File: src/sfpse_pkg.sv
// Purpose: Shared constants and types for the serial flash status, protect and erase logic
// Assumes: 250 MHz system clock, link pins sampled by that clock
// Notes:   Times are typical figures; counts are derived from them
package sfpse_pkg;

    // Command opcodes
    localparam logic [7:0] OPC_STATUS_READ  = 8'h05;
    localparam logic [7:0] OPC_STATUS_WRITE = 8'h01;
    localparam logic [7:0] OPC_WRITE_ENABLE = 8'h06;
    localparam logic [7:0] OPC_WRITE_DISABL = 8'h04;
    localparam logic [7:0] OPC_POWER_DOWN   = 8'hb9;
    localparam logic [7:0] OPC_PD_EXIT      = 8'hab;
    localparam logic [7:0] OPC_SSE_A        = 8'h20;
    localparam logic [7:0] OPC_SSE_B        = 8'hd7;
    localparam logic [7:0] OPC_SE           = 8'hd8;
    localparam logic [7:0] OPC_CE_A         = 8'h60;
    localparam logic [7:0] OPC_CE_B         = 8'hc7;

    // Frame lengths in bytes
    localparam logic [2:0] LEN_ONE_BYTE     = 3'h1;
    localparam logic [2:0] LEN_STATUS_WRITE = 3'h2;
    localparam logic [2:0] LEN_ADDR_CMD     = 3'h4;

    // Erase kinds reported on the erase port
    localparam logic [1:0] ERASE_SMALL = 2'h1;
    localparam logic [1:0] ERASE_SECT  = 2'h2;
    localparam logic [1:0] ERASE_CHIP  = 2'h3;

    // Reset values
    localparam logic [7:0] NV_RESET    = 8'h00;
    localparam logic [2:0] OUT_IDX_MSB = 3'h7;

    // Timing
    localparam int CLK_MHZ        = 250;
    localparam int SSE_TIME_MS    = 40;
    localparam int SE_TIME_MS     = 80;
    localparam int CE_TIME_MS     = 300;
    localparam int SRW_TIME_MS    = 10;
    localparam int SSE_CYCLES_DEF = SSE_TIME_MS * 1000 * CLK_MHZ;
    localparam int SE_CYCLES_DEF  = SE_TIME_MS * 1000 * CLK_MHZ;
    localparam int CE_CYCLES_DEF  = CE_TIME_MS * 1000 * CLK_MHZ;
    localparam int SRW_CYCLES_DEF = SRW_TIME_MS * 1000 * CLK_MHZ;

    // Status byte, bit 7 first
    typedef struct packed {
        logic       lock;
        logic       rsvd;
        logic       side;
        logic [2:0] level;
        logic       wen;
        logic       busy;
    } sfpse_status_t;

    typedef enum logic [1:0] {
        OP_IDLE,
        OP_STATUS,
        OP_ERASE
    } sfpse_op_t;

endpackage

File: src/sfpse_core.sv
// Purpose: Status, write latch, block protect, power-down and erase command logic of a serial flash
// Assumes: Link pins are asynchronous and sampled by clk; SCK period well above 8 clk cycles
// Notes:   Array erase itself happens outside; this block issues the request and times busy
`timescale 1ns/100ps
`default_nettype none

module sfpse_core
    import sfpse_pkg::*;
#(
    parameter int          SSE_CYCLES = SSE_CYCLES_DEF,
    parameter int          SE_CYCLES  = SE_CYCLES_DEF,
    parameter int          CE_CYCLES  = CE_CYCLES_DEF,
    parameter int          SRW_CYCLES = SRW_CYCLES_DEF,
    parameter logic [7:0]  NV_INIT    = NV_RESET
) (
    // Clock, reset, enable
    input  wire logic       clk,
    input  wire logic       rst_b,
    input  wire logic       ce,
    // Link pins
    input  wire logic       sck,
    input  wire logic       cs_b,
    input  wire logic       si,
    input  wire logic       wp_b,
    output logic            so,
    output logic            soOe,
    // Erase request to the array
    output logic            eraseReq,
    output logic [1:0]      eraseKind,
    output logic [6:0]      eraseRegion,
    // Observed state
    output logic [7:0]      statusByte,
    output logic            powerDown
);

    // Pin synchronisers: pinA feeds only pinB
    logic [3:0] pinA;
    logic [3:0] pinB;
    logic [3:0] pinPrev;

    always_ff @(posedge clk) begin
        if (!rst_b) begin
            pinA    <= 4'h4;
            pinB    <= 4'h4;
            pinPrev <= 4'h4;
        end else if (ce) begin
            pinA    <= {wp_b, cs_b, sck, si};
            pinB    <= pinA;
            pinPrev <= pinB;
        end
    end

    logic siS;
    logic sckRise;
    logic sckFall;
    logic csS;
    logic csRise;
    logic wpS;
    assign siS     = pinB[0];
    assign sckRise = pinB[1] & ~pinPrev[1];
    assign sckFall = ~pinB[1] & pinPrev[1];
    assign csS     = pinB[2];
    assign csRise  = pinB[2] & ~pinPrev[2];
    assign wpS     = pinB[3];

    // Sector overlap with the protected area; granularity is 64 KB
    function automatic logic sectProt(input logic [2:0] sec, input sfpse_status_t s);
        logic p;
        p = 1'b0;
        unique case (s.level)
            3'h0: p = 1'b0;
            3'h1: p = (sec == 3'h7);
            3'h2: p = (sec >= 3'h6);
            3'h3: p = (sec >= 3'h4);
            3'h5: p = s.side ? (sec == 3'h0) : 1'b1;
            3'h6: p = s.side ? (sec <= 3'h1) : 1'b1;
            3'h7: p = s.side ? (sec <= 3'h3) : 1'b1;
            3'h4: p = 1'b1;
        endcase
        return p;
    endfunction

    // Command state
    sfpse_status_t stat;
    sfpse_status_t next_stat;
    sfpse_op_t     op;
    sfpse_op_t     next_op;
    logic [7:0]    shReg;
    logic [7:0]    next_shReg;
    logic [2:0]    bitCnt;
    logic [2:0]    next_bitCnt;
    logic [2:0]    byteCnt;
    logic [2:0]    next_byteCnt;
    logic [7:0]    opcode;
    logic [7:0]    next_opcode;
    logic [7:0]    dataByte;
    logic [7:0]    next_dataByte;
    logic [6:0]    region;
    logic [6:0]    next_region;
    logic          reading;
    logic          next_reading;
    logic [2:0]    outIdx;
    logic [2:0]    next_outIdx;
    logic [31:0]   timer;
    logic [31:0]   next_timer;
    logic          next_so;
    logic          next_soOe;
    logic          next_eraseReq;
    logic [1:0]    next_eraseKind;
    logic [6:0]    next_eraseRegion;
    logic          next_powerDown;

    logic [7:0]    inByte;
    logic          aligned;
    logic          canWrite;
    logic          srwBlocked;
    assign inByte     = {shReg[6:0], siS};
    assign aligned    = (bitCnt == 3'h0);
    assign canWrite   = stat.wen & ~stat.busy & ~powerDown;
    assign srwBlocked = stat.lock & ~wpS;

    // Next-state: framing, command decode, status shifting and busy timer
    always_comb begin
        next_stat        = stat;
        next_op          = op;
        next_shReg       = shReg;
        next_bitCnt      = bitCnt;
        next_byteCnt     = byteCnt;
        next_opcode      = opcode;
        next_dataByte    = dataByte;
        next_region      = region;
        next_reading     = reading;
        next_outIdx      = outIdx;
        next_timer       = timer;
        next_so          = so;
        next_eraseReq    = 1'b0;
        next_eraseKind   = eraseKind;
        next_eraseRegion = eraseRegion;
        next_powerDown   = powerDown;

        // Internal timer; write latch clears on completion or on a write disable command
        if (stat.busy) begin
            if (timer <= 32'h1) begin
                next_stat.busy = 1'b0;
                next_stat.wen  = 1'b0;
                next_op        = OP_IDLE;
                if (op == OP_STATUS) begin
                    next_stat.level = dataByte[4:2];
                    next_stat.side  = dataByte[5];
                    next_stat.lock  = dataByte[7];
                end
            end else begin
                next_timer = timer - 32'h1;
            end
        end

        if (csRise) begin
            // Frame end: decide, then clear framing; misaligned frames do nothing
            next_bitCnt  = 3'h0;
            next_byteCnt = 3'h0;
            next_reading = 1'b0;
            if (aligned && canWrite) begin
                if (opcode == OPC_STATUS_WRITE && byteCnt == LEN_STATUS_WRITE && !srwBlocked) begin
                    next_stat.busy = 1'b1;
                    next_op        = OP_STATUS;
                    next_timer     = 32'(SRW_CYCLES);
                end else if ((opcode == OPC_SSE_A || opcode == OPC_SSE_B) && byteCnt == LEN_ADDR_CMD
                             && !sectProt(region[6:4], stat)) begin
                    next_stat.busy   = 1'b1;
                    next_op          = OP_ERASE;
                    next_timer       = 32'(SSE_CYCLES);
                    next_eraseReq    = 1'b1;
                    next_eraseKind   = ERASE_SMALL;
                    next_eraseRegion = region;
                end else if (opcode == OPC_SE && byteCnt == LEN_ADDR_CMD && !sectProt(region[6:4], stat)) begin
                    next_stat.busy   = 1'b1;
                    next_op          = OP_ERASE;
                    next_timer       = 32'(SE_CYCLES);
                    next_eraseReq    = 1'b1;
                    next_eraseKind   = ERASE_SECT;
                    next_eraseRegion = {region[6:4], 4'h0};
                end else if ((opcode == OPC_CE_A || opcode == OPC_CE_B) && byteCnt == LEN_ONE_BYTE
                             && stat.level == 3'h0) begin
                    next_stat.busy   = 1'b1;
                    next_op          = OP_ERASE;
                    next_timer       = 32'(CE_CYCLES);
                    next_eraseReq    = 1'b1;
                    next_eraseKind   = ERASE_CHIP;
                    next_eraseRegion = 7'h00;
                end
            end
            // Latch and power-down commands; all refused while busy
            if (aligned && byteCnt == LEN_ONE_BYTE && !stat.busy && !powerDown) begin
                if (opcode == OPC_WRITE_ENABLE) begin
                    next_stat.wen = 1'b1;
                end else if (opcode == OPC_WRITE_DISABL) begin
                    next_stat.wen = 1'b0;
                end else if (opcode == OPC_POWER_DOWN) begin
                    next_powerDown = 1'b1;
                end
            end
        end else if (!csS) begin
            // Sample on rising SCK
            if (sckRise) begin
                next_shReg  = inByte;
                next_bitCnt = bitCnt + 3'h1;
                if (bitCnt == 3'h7) begin
                    if (byteCnt != 3'h7) begin
                        next_byteCnt = byteCnt + 3'h1;
                    end
                    if (byteCnt == 3'h0) begin
                        next_opcode = inByte;
                        if (inByte == OPC_STATUS_READ && !powerDown) begin
                            next_reading = 1'b1;
                            next_outIdx  = OUT_IDX_MSB;
                        end
                        if (inByte == OPC_PD_EXIT) begin
                            next_powerDown = 1'b0;
                        end
                    end else if (byteCnt == 3'h1) begin
                        next_dataByte = inByte;
                    end
                    // Second byte carries A23:16, third A15:8; the rest is don't care
                    if (byteCnt == 3'h1) begin
                        next_region[6:4] = inByte[2:0];         // Address bits 18:16
                    end else if (byteCnt == 3'h2) begin
                        next_region[3:0] = inByte[7:4];         // Address bits 15:12
                    end
                end
            end
            // Drive on falling SCK; 3-bit index wraps 0 back to 7
            if (sckFall && reading) begin
                next_so     = statusByte[outIdx];
                next_outIdx = outIdx - 3'h1;
            end
        end
        next_stat.rsvd = 1'b0;
        next_soOe      = next_reading;
    end

    // State registers; the write latch starts cleared
    always_ff @(posedge clk) begin
        if (!rst_b) begin
            stat        <= sfpse_status_t'(NV_INIT & 8'hbc);
            op          <= OP_IDLE;
            shReg       <= 8'h00;
            bitCnt      <= 3'h0;
            byteCnt     <= 3'h0;
            opcode      <= 8'h00;
            dataByte    <= 8'h00;
            region      <= 7'h00;
            reading     <= 1'b0;
            outIdx      <= OUT_IDX_MSB;
            timer       <= 32'h0;
            so          <= 1'b0;
            soOe        <= 1'b0;
            eraseReq    <= 1'b0;
            eraseKind   <= 2'h0;
            eraseRegion <= 7'h00;
            powerDown   <= 1'b0;
        end else if (ce) begin
            stat        <= next_stat;
            op          <= next_op;
            shReg       <= next_shReg;
            bitCnt      <= next_bitCnt;
            byteCnt     <= next_byteCnt;
            opcode      <= next_opcode;
            dataByte    <= next_dataByte;
            region      <= next_region;
            reading     <= next_reading;
            outIdx      <= next_outIdx;
            timer       <= next_timer;
            so          <= next_so;
            soOe        <= next_soOe;
            eraseReq    <= next_eraseReq;
            eraseKind   <= next_eraseKind;
            eraseRegion <= next_eraseRegion;
            powerDown   <= next_powerDown;
        end
    end

    assign statusByte = stat;
endmodule

`default_nettype wire

File: config.mk
export PLATFORM = sky130hd
export DESIGN_NAME = sfpse_core
export DESIGN_NICKNAME = d
export VERILOG_FILES = /design/src/sfpse_pkg.sv /design/src/sfpse_core.sv
export SDC_FILE = /design/constraint.sdc
export NUM_CORES = 1
export LEC_CHECK = 0
export BUFFER_PORTS_ARGS = -buffer_cell sky130_fd_sc_hd__buf_2
export CELL_PAD_IN_SITES_DETAIL_PLACEMENT = 1
export CELL_PAD_IN_SITES_GLOBAL_PLACEMENT = 1
export CORE_UTILIZATION = 50
export CTS_BUF_LIST = sky130_fd_sc_hd__clkbuf_8
export CTS_CLUSTER_SIZE = 16
export DETAILED_ROUTE_END_ITERATION = 6
export PLACE_DENSITY = 0.85
export SYNTH_ARGS = -nofsm -noshare
export SYNTH_HDL_FRONTEND = slang
export SYNTH_SLANG_ARGS = --single-unit
export TNS_END_PERCENT = 10
File: constraint.sdc
create_clock -name clk -period 5 [get_ports clk]
set_input_delay 0.25 -clock clk [delete_from_list [all_inputs] [get_ports clk]]
set_output_delay 0.25 -clock clk [all_outputs]
set_load 0.02 [all_outputs]
==> results.toml, run 1 <==
[status]
status = "completed"

[layout]
nNetsFinal = 654
finish.utilization_pct = 57.1
fillers = 1179
final_common_cell = "dfxtp_1"
post-route-cell-area_um2 = 5630
instances_no_fill = 774
drive_gt1_share_pct = 9.83
layout_common_cells = "dfxtp_1, nor2_1, nand2_1"
antenna_cells = 0
multiInputGateArea_um2 = 2960
syn_to_final_growth_pct = 9.24
regArea_um2 = 2000

[synth]
yosysTopAreaCell = "dfxtp_1"
synth_edf_count = 0
synth_top_area_share_pct = 38.8
synth_top_family_by_area = "simple AND/OR/NAND/NOR gates"
muxShareOfSynthArea_pct = 7.84
yosys-top-cells-area = "dfxtp_1, mux2i_1, nor2_1"
yosys.area_share.simple_pct = 26.9
synth_cell_types = 72
synth-compound-area-share_pct = 18.2
synth_xor_area_share_pct = 1.70
synth-seq-cells = 100
synthArstFlopShare_pct = 0
synth_area_um2 = 5160
synthesis.nets = 642
syn_inst = 624
synth-seq-area-share_pct = 38.8
synth_fa_ha_area_share_pct = 2.67
yosysWarnings = 0
synth_flop_cell = "dfxtp_1"
synth.avg_cell_area_um2 = 8.27

[placement]
place_ws_ns = 1.86
gp_congestion = 0.912
dpl_cell_area_um2 = 5380
dp.cells = 758
port_buffers = 26
hpwlAfterDp_um = 11400

[timing]
fin_crit_sh_pct = 63.3
tns_ns = 0
tightest_slew_ns = 1.06
hold_violations = 0
rsz0062_at_grt = "no"
setup_slack_ns = 1.83
relSlewSlack_pct = 28.0
maxSlewViolCount = 0
min_period_ns = 3.17
setup_viol = 0
timing.fmax_mhz = 316
clock_skew_ns = 0.0146
worst_hold_slack_ns = 0.0668

[worst_setup_path]
start_kind = "register"
cp-end-kind = "register"
cp_max_fo = 10
critPathSlowestCell = "o31ai_2"
slowest_delay_ns = 0.73
cp_cell_sequence = "or4_1 > or4b_1 > o31ai_2 > nor2_1 > a22o_1 > a211o_1"
r2r_cells = 6
crit_required_ns = 5.29
critical_path_arrival_ns = 3.46
path_class = "reg2reg"

[drt]
routed_wl_um = 15700
drt_iter0_drc = 163
dr.pass1.iters = 5
via_per_inst = 6.32
wl_per_cell_um = 20.3
drc = 0
vias = 4894
ant_nets = 0

[global_routing]
grt.total_usage_pct = 30.8
grt_antenna_before_repair = 0
grt_max_degree = 45
grt_pass1_wl_um = 26000
overflow = 0
grt_pass1_vias = 5054

[cts]
cts_sinks = 100
cts_repair_resize_count = 0
cts_setup_buffers = 0
cts_buffers = 9
clkLatencyLatePin_ns = 0.40
cts_buffer_depth = 2
cts_tree = "done"
root_buffer = "clkbuf_8"
htreeDepth = 3
ctsHoldBuffers = 0
path_clk_slew_ns = 0.10

[pwr]
power_density_nw_per_um2 = 266
ir_drop_uv = 300
power.leakage_nw = 2.28
p_total_mw = 1.50

[min_path]
whs_path_depth = 3
hold_path.class = "in2reg"

[die]
core.rowCount = 36
core_um2 = 9860
initial_core_util_pct = 52.3
die_area_um2 = 10700
die_x_um = 104
io_pins = 28
die_h_um = 104

[run]
max-cap-violations = 0
-- power by group --
group	internal, mW	switching, mW	leakage [nW]
clock network	0.341	0.313	0.127
logic	0.0108	0.0331	1.35
registers	0.799	0.00274	0.806
-- final cells by class --
type                       count  share of cell area, %
multi-input combinational    473                   52.6
clock buffer                   9                   2.20
clock inverter                 7                   2.27
inverter                      20                   1.33
sequential                   100                   35.5
tap                          133                   2.95
timing repair buffer          32                   3.11
-- registers in the layout, indices dropped and copies added (netlist names), 4 cells and up --
name         flops
shReg            7
region           7
statusByte       7
eraseRegion      7
pinB             4
pinA             4
dataByte         5
timer           32
opcode           8
-- worst max-delay path: cells and delay by family (launching register included) --
family	cells	cell delay (ns)
DFF	1	0.36
and+or+nand+nor	3	1.43
AOI/OAI and AO/OA	3	1.27
-- Yosys cell counts, types with 7 or more instances --
cell type / number
a21oi_1: 36
a32o_1: 7
clkbuf_1: 23
dfxtp_1: 100
ha_1: 11
inv_1: 19
mux2i_1: 37
nand2_1: 58
nand3_1: 16
nor2_1: 82
nor3_1: 27
nor4_1: 11
o211ai_1: 7
o21ai_0: 28
o31ai_1: 7
or3_1: 15
or4_1: 7
xnor2_1: 9
-- cell families (layout without fill, tap and decap cells) --
logic type,after synthesis,count (layout)
compound gates,138,138
xor+xnor,10,10
fa+ha+maj,11,11
buf+inv,51,68
flops,100,100
mux,39,39
other cells,1,1
simple gates,274,274
-- worst paths after layout --
check             startpoint        end  slack [ns]
hold reg to reg     eraseReq   eraseReq        0.48
hold / removal          cs_b    pinA[2]        0.07
setup / recovery    timer[6]  timer[23]        1.83
setup reg to reg    timer[6]  timer[23]        1.83
-- routing by layer --
metal / vias to the layer above / track usage, % / share of wire, %
li1: 2313 / - / -
met1: 2362 / 35.8 / 41
met2: 170 / 52.9 / 50
met3: 49 / 7.17 / 5.9
met4: 0 / 15.3 / 3.6
met5: - / 0 / 0
Note: power is estimated with default switching activity, not from simulation.
==> run 2: changes to the inputs <==
CORE_UTILIZATION = 48   (was 50)
PLACE_DENSITY = 0.82   (was 0.85)
clock period = 3.3 ns   (was 5 ns; I/O delays follow)
==> run 2 against run 1 <==
Compared with the run above: sequential share of layout area down 0.70 points; power up 44%; largest cell class unchanged; critical endpoint is now timer[31]; largest power group unchanged; highest routed layer unchanged; routed wire length up 5.1%; combinational power up 73%.
==> results.toml, run 2 (synthesis gave the netlist of run 1 again) <==
[layout]
drive_gt1_share_pct = 11.7
nNetsFinal = 672
layout_common_cells = "dfxtp_1, nor2_1, nand2_1"
reg_top3 = "timer (32), opcode (8)"
largest_reg_flops = 32
fillers = 1286
final_common_cell = "dfxtp_1"
finish.utilization_pct = 55.4
top_register = "timer"
syn_to_final_growth_pct = 11.5
instances_no_fill = 796

[drt]
drc = 0
via_per_inst = 6.27
vias = 4992
dr.pass1.iters = 4
ant_nets = 0
drt_iter0_drc = 211
wl_per_cell_um = 20.8
routed_wl_um = 16500

[placement]
hpwlAfterDp_um = 12100
place_ws_ns = 0.348
dp.cells = 775
gp_congestion = 0.928
port_buffers = 26

[min_path]
hold_path.class = "in2reg"

[timing]
tns_ns = 0
tightest_slew_ns = 0.968
timing.fmax_mhz = 332
hold_violations = 0
relSlewSlack_pct = 34.5
clock_skew_ns = 0.0150
fin_crit_sh_pct = 91.4
setup_viol = 0
maxSlewViolCount = 0
min_period_ns = 3.02
setup_slack_ns = 0.284
rsz0062_at_grt = "no"

[worst_setup_path]
cp_cell_sequence = "or4_1 > or4_4 > or3_1 > or4_4 > or3_1 > a31oi_1"
critPathSlowestCell = "or4_1"
path_class = "reg2reg"
cpLargestDelayFamily = "simple AND/OR/NAND/NOR gates"
slowest_delay_ns = 0.57
crit_buf_inv = 0
cp_max_fo = 6
critical_path_arrival_ns = 3.34
cp-end-kind = "register"
crit_required_ns = 3.62
start_kind = "register"

[die]
initial_core_util_pct = 49.7
core_um2 = 10400
die_area_um2 = 11200
die_h_um = 106
io_pins = 28
core.rowCount = 37
die_x_um = 106

[global_routing]
overflow = 0
grt.total_usage_pct = 31.6
grt_pass1_wl_um = 27200
grt_antenna_before_repair = 1
grt_max_degree = 47
grt_pass1_vias = 5354

[cts]
path_clk_slew_ns = 0.11
cts_buffer_depth = 2
cts_repair_resize_count = 0
cts_setup_buffers = 0
root_buffer = "clkbuf_8"
htreeDepth = 3
clkLatencyLatePin_ns = 0.40
cts_tree = "done"
ctsHoldBuffers = 4
cts_sinks = 100
cts_buffers = 9

[pwr]
p_seq_share_pct = 56.2
swShare_pct = 25.1
internal_power_mw = 1.62
switchingPower_mw = 0.544
power_density_nw_per_um2 = 376
power.leakage_nw = 2.34
p_comb_share_pct = 3.5
ir_drop_uv = 342
clockPowerShare_pct = 40.3

[status]
status = "completed"

[run]
max-cap-violations = 0
run 2: cell count changes in the layout (fill, tap and decap cells not counted), sizes merged:
cell         before  now
bufinv            3    1
clkbuf            9   10
diode             0    1
dlygate4sd3       0    4
clkinv            0    1
buf              32   46
run 2: cell type report:
type                    instances  area [um^2]  area share, %
well taps                     136          170           2.96
flip-flops and latches        100         2000           34.8
clock buffers                  10          138           2.39
diodes                          1         2.50         0.0435
multi-input cells             473         2960           51.6
repair buffers                 50          320           5.57
inverters                      20         75.1           1.31
clock inverters                 6         76.3           1.33
run 2: through the flow:
stage / hold slack, ns / area [um^2] / power [mW]
4_1_cts: 0.166 / 5750 / 2.18
3_5_place_dp: 0.387 / 5490 / 1.31
2_1_floorplan: 0.293 / 5160 / 1.29
6_report: 0.187 / 5750 / 2.16
5_1_grt: 0.187 / 5750 / 2.24
3_3_place_gp: 0.385 / 5490 / 1.31
run 2: per-layer routing:
metal	part of all wire, %	routed length [um]	vias to the layer above	track usage, %
met5	0	0	-	0
met4	3.8	626	0	16.1
met3	4.6	757	49	7.73
met2	51	8400	125	56.1
met1	41	6740	2468	34.8
li1	-	-	2350	-
run 2: power groups by stage:
| stage | clock network, mW | registers [mW] | logic (mW) |
|---|---|---|---|
| final | 0.872 | 1.21 | 0.0758 |
| after global routing | 0.942 | 1.22 | 0.0831 |
| after CTS | 0.894 | 1.22 | 0.0755 |
| after detailed placement | 0 | 1.24 | 0.0714 |
| after global placement | 0 | 1.24 | 0.0700 |
| after floorplan | 0 | 1.24 | 0.0470 |
run 2: final timing paths:
check	cells past startpoint	startpoint	endpoint	slack [ns]
worst max-delay path	6	timer[6]	timer[31]	0.28
worst min-delay path	2	rst_b	pinA[2]	0.19
worst max register to register	6	timer[6]	timer[31]	0.28
worst min register to register	2	eraseReq	eraseReq	0.47
==> run 3: changes to the inputs <==
==> constraint.sdc (replaced) <==
create_clock -name clk -period 3.3 [get_ports clk]
set_input_delay 0 -clock clk [delete_from_list [all_inputs] [get_ports clk]]
set_output_delay 0 -clock clk [all_outputs]
set_load 0.02 [all_outputs]
==> run 3 against run 2 <==
Compared with the run above: final cell count down 0.13%; setup slack got worse by 0.14 ns; sequential share of layout area is 0.13 points higher; global-route usage shrank 1.0 points; power shrank 3.6%; die area unchanged; largest cell class unchanged; largest power group unchanged; highest routed layer unchanged.
==> results.toml, run 3 (synthesis gave the netlist of run 1 again) <==
[layout]
syn_to_final_growth_pct = 11.0
reg_top3 = "timer (32), opcode (8)"
layout_common_cells = "dfxtp_1, nor2_1, nand2_1"
finish.utilization_pct = 55.2
largest_reg_flops = 32
drive_gt1_share_pct = 11.4
antenna_cells = 0
final_common_cell = "dfxtp_1"
top_register = "timer"
nNetsFinal = 672

[pwr]
power.leakage_nw = 2.33
power_density_nw_per_um2 = 364
ir_drop_uv = 299
p_total_mw = 2.09

[drt]
ant_nets = 0
via_per_inst = 6.28
drc = 0
vias = 4990
wl_per_cell_um = 20.9
dr.pass1.iters = 4
routed_wl_um = 16600
drt_iter0_drc = 205

[die]
core.rowCount = 37
die_area_um2 = 11200
core_um2 = 10400
die_x_um = 106
io_pins = 28
die_h_um = 106
initial_core_util_pct = 49.7

[global_routing]
grt.total_usage_pct = 30.6
overflow = 0
grt_antenna_before_repair = 0
grt_max_degree = 53
grt_pass1_wl_um = 26600
grt_pass1_vias = 5214

[cts]
path_clk_slew_ns = 0.11
cts_sinks = 100
clkLatencyLatePin_ns = 0.38
cts_tree = "done"
root_buffer = "clkbuf_8"
cts_buffers = 9
htreeDepth = 3
cts_buffer_depth = 2
cts_setup_buffers = 0

[worst_setup_path]
crit_buf_inv = 0
startpoint = "timer[6]"
cpLargestDelayFamily = "simple AND/OR/NAND/NOR gates"
critPathSlowestCell = "or4_1"
r2r_start = "timer[6]"
start_kind = "register"
path_class = "reg2reg"
slowest_delay_ns = 0.68
cp_max_fo = 7
crit_required_ns = 3.61
cp-end-kind = "register"
cp_cell_sequence = "or4_1 > or4_4 > or3_1 > or4_4 > or3_1 > a31oi_1"
r2r_slack_ns = 0.15
critical_path_arrival_ns = 3.46

[placement]
place_ws_ns = 0.200
gp_congestion = 0.876
hpwlAfterDp_um = 12000
port_buffers = 26

[min_path]
hold_path.class = "in2reg"
worstHoldStart = "rst_b"

[timing]
tightest_slew_ns = 1.02
fin_crit_sh_pct = 95.6
clock_skew_ns = 0.0130
hold_violations = 0
timing.fmax_mhz = 317
min_period_ns = 3.15
setup_slack_ns = 0.146
setup_viol = 0
rsz0062_at_grt = "no"
maxSlewViolCount = 0
tns_ns = 0
relSlewSlack_pct = 31.1

[run]
max-cap-violations = 0

[status]
status = "completed"
-- run 3: cell types whose count changed in the layout (fill, tap and decap cells not counted), sizes merged --
cell,change
bufinv,-1
diode,-1
buf,-2
dlygate4sd3,+2
clkinvlp,+1
-- run 3: layer usage --
metal | wire (um) | up-vias | share of wire (%) | GRT usage [%]
li1 | - | 2344 | - | -
met1 | 6590 | 2482 | 40 | 33.8
met2 | 8860 | 130 | 53 | 57.7
met3 | 716 | 34 | 4.3 | 4.70
met4 | 463 | 0 | 2.8 | 12.4
met5 | 0 | - | 0 | 0
-- run 3: path summary, 6_finish.rpt --
path / endpoint / cells after the start
worst max-delay path: timer[31] / 6
worst min-delay path: pinB[2] / 2
worst max register to register: timer[31] / 6
worst min register to register: eraseReq / 2
-- run 3: repair_timing --
action	CTS	global route
resized for setup	0	0
hold endpoints to repair	7	0
hold buffers	6	0
-- run 3: cell type report --
type / instances / area [um^2]
Clock inverter: 6 / 52.6
Timing Repair Buffer: 50 / 325
Sequential cell: 100 / 2000
Clock buffer: 10 / 138
Tap cell: 136 / 170
Inverter: 20 / 75.1
Fill cell: 1255 / 4640
Multi-Input combinational cell: 473 / 2960
-- run 3: worst reg2reg max path, cell delays in order, from the launching register on --
cell     delay (ns)
dfxtp_1        0.36
or4_1          0.68
or4_4          0.61
or3_1          0.43
or4_4          0.51
or3_1          0.32
a31oi_1        0.16
-- run 3: through the flow --
stage          cells  hold slack, ns  instance area (um^2)
2_1_floorplan    624           0.128                  5160
3_3_place_gp     773           0.219                  5480
3_5_place_dp     773           0.228                  5480
4_1_cts          795         0.00506                  5730
5_1_grt          795          0.0134                  5730
6_report         795          0.0174                  5730
-- run 3: power breakdown --
part           switching [mW]  internal (mW)  leakage (nW)
clock                   0.486          0.310        0.0971
sequential            0.00395           1.21         0.806
combinational          0.0528         0.0219          1.42
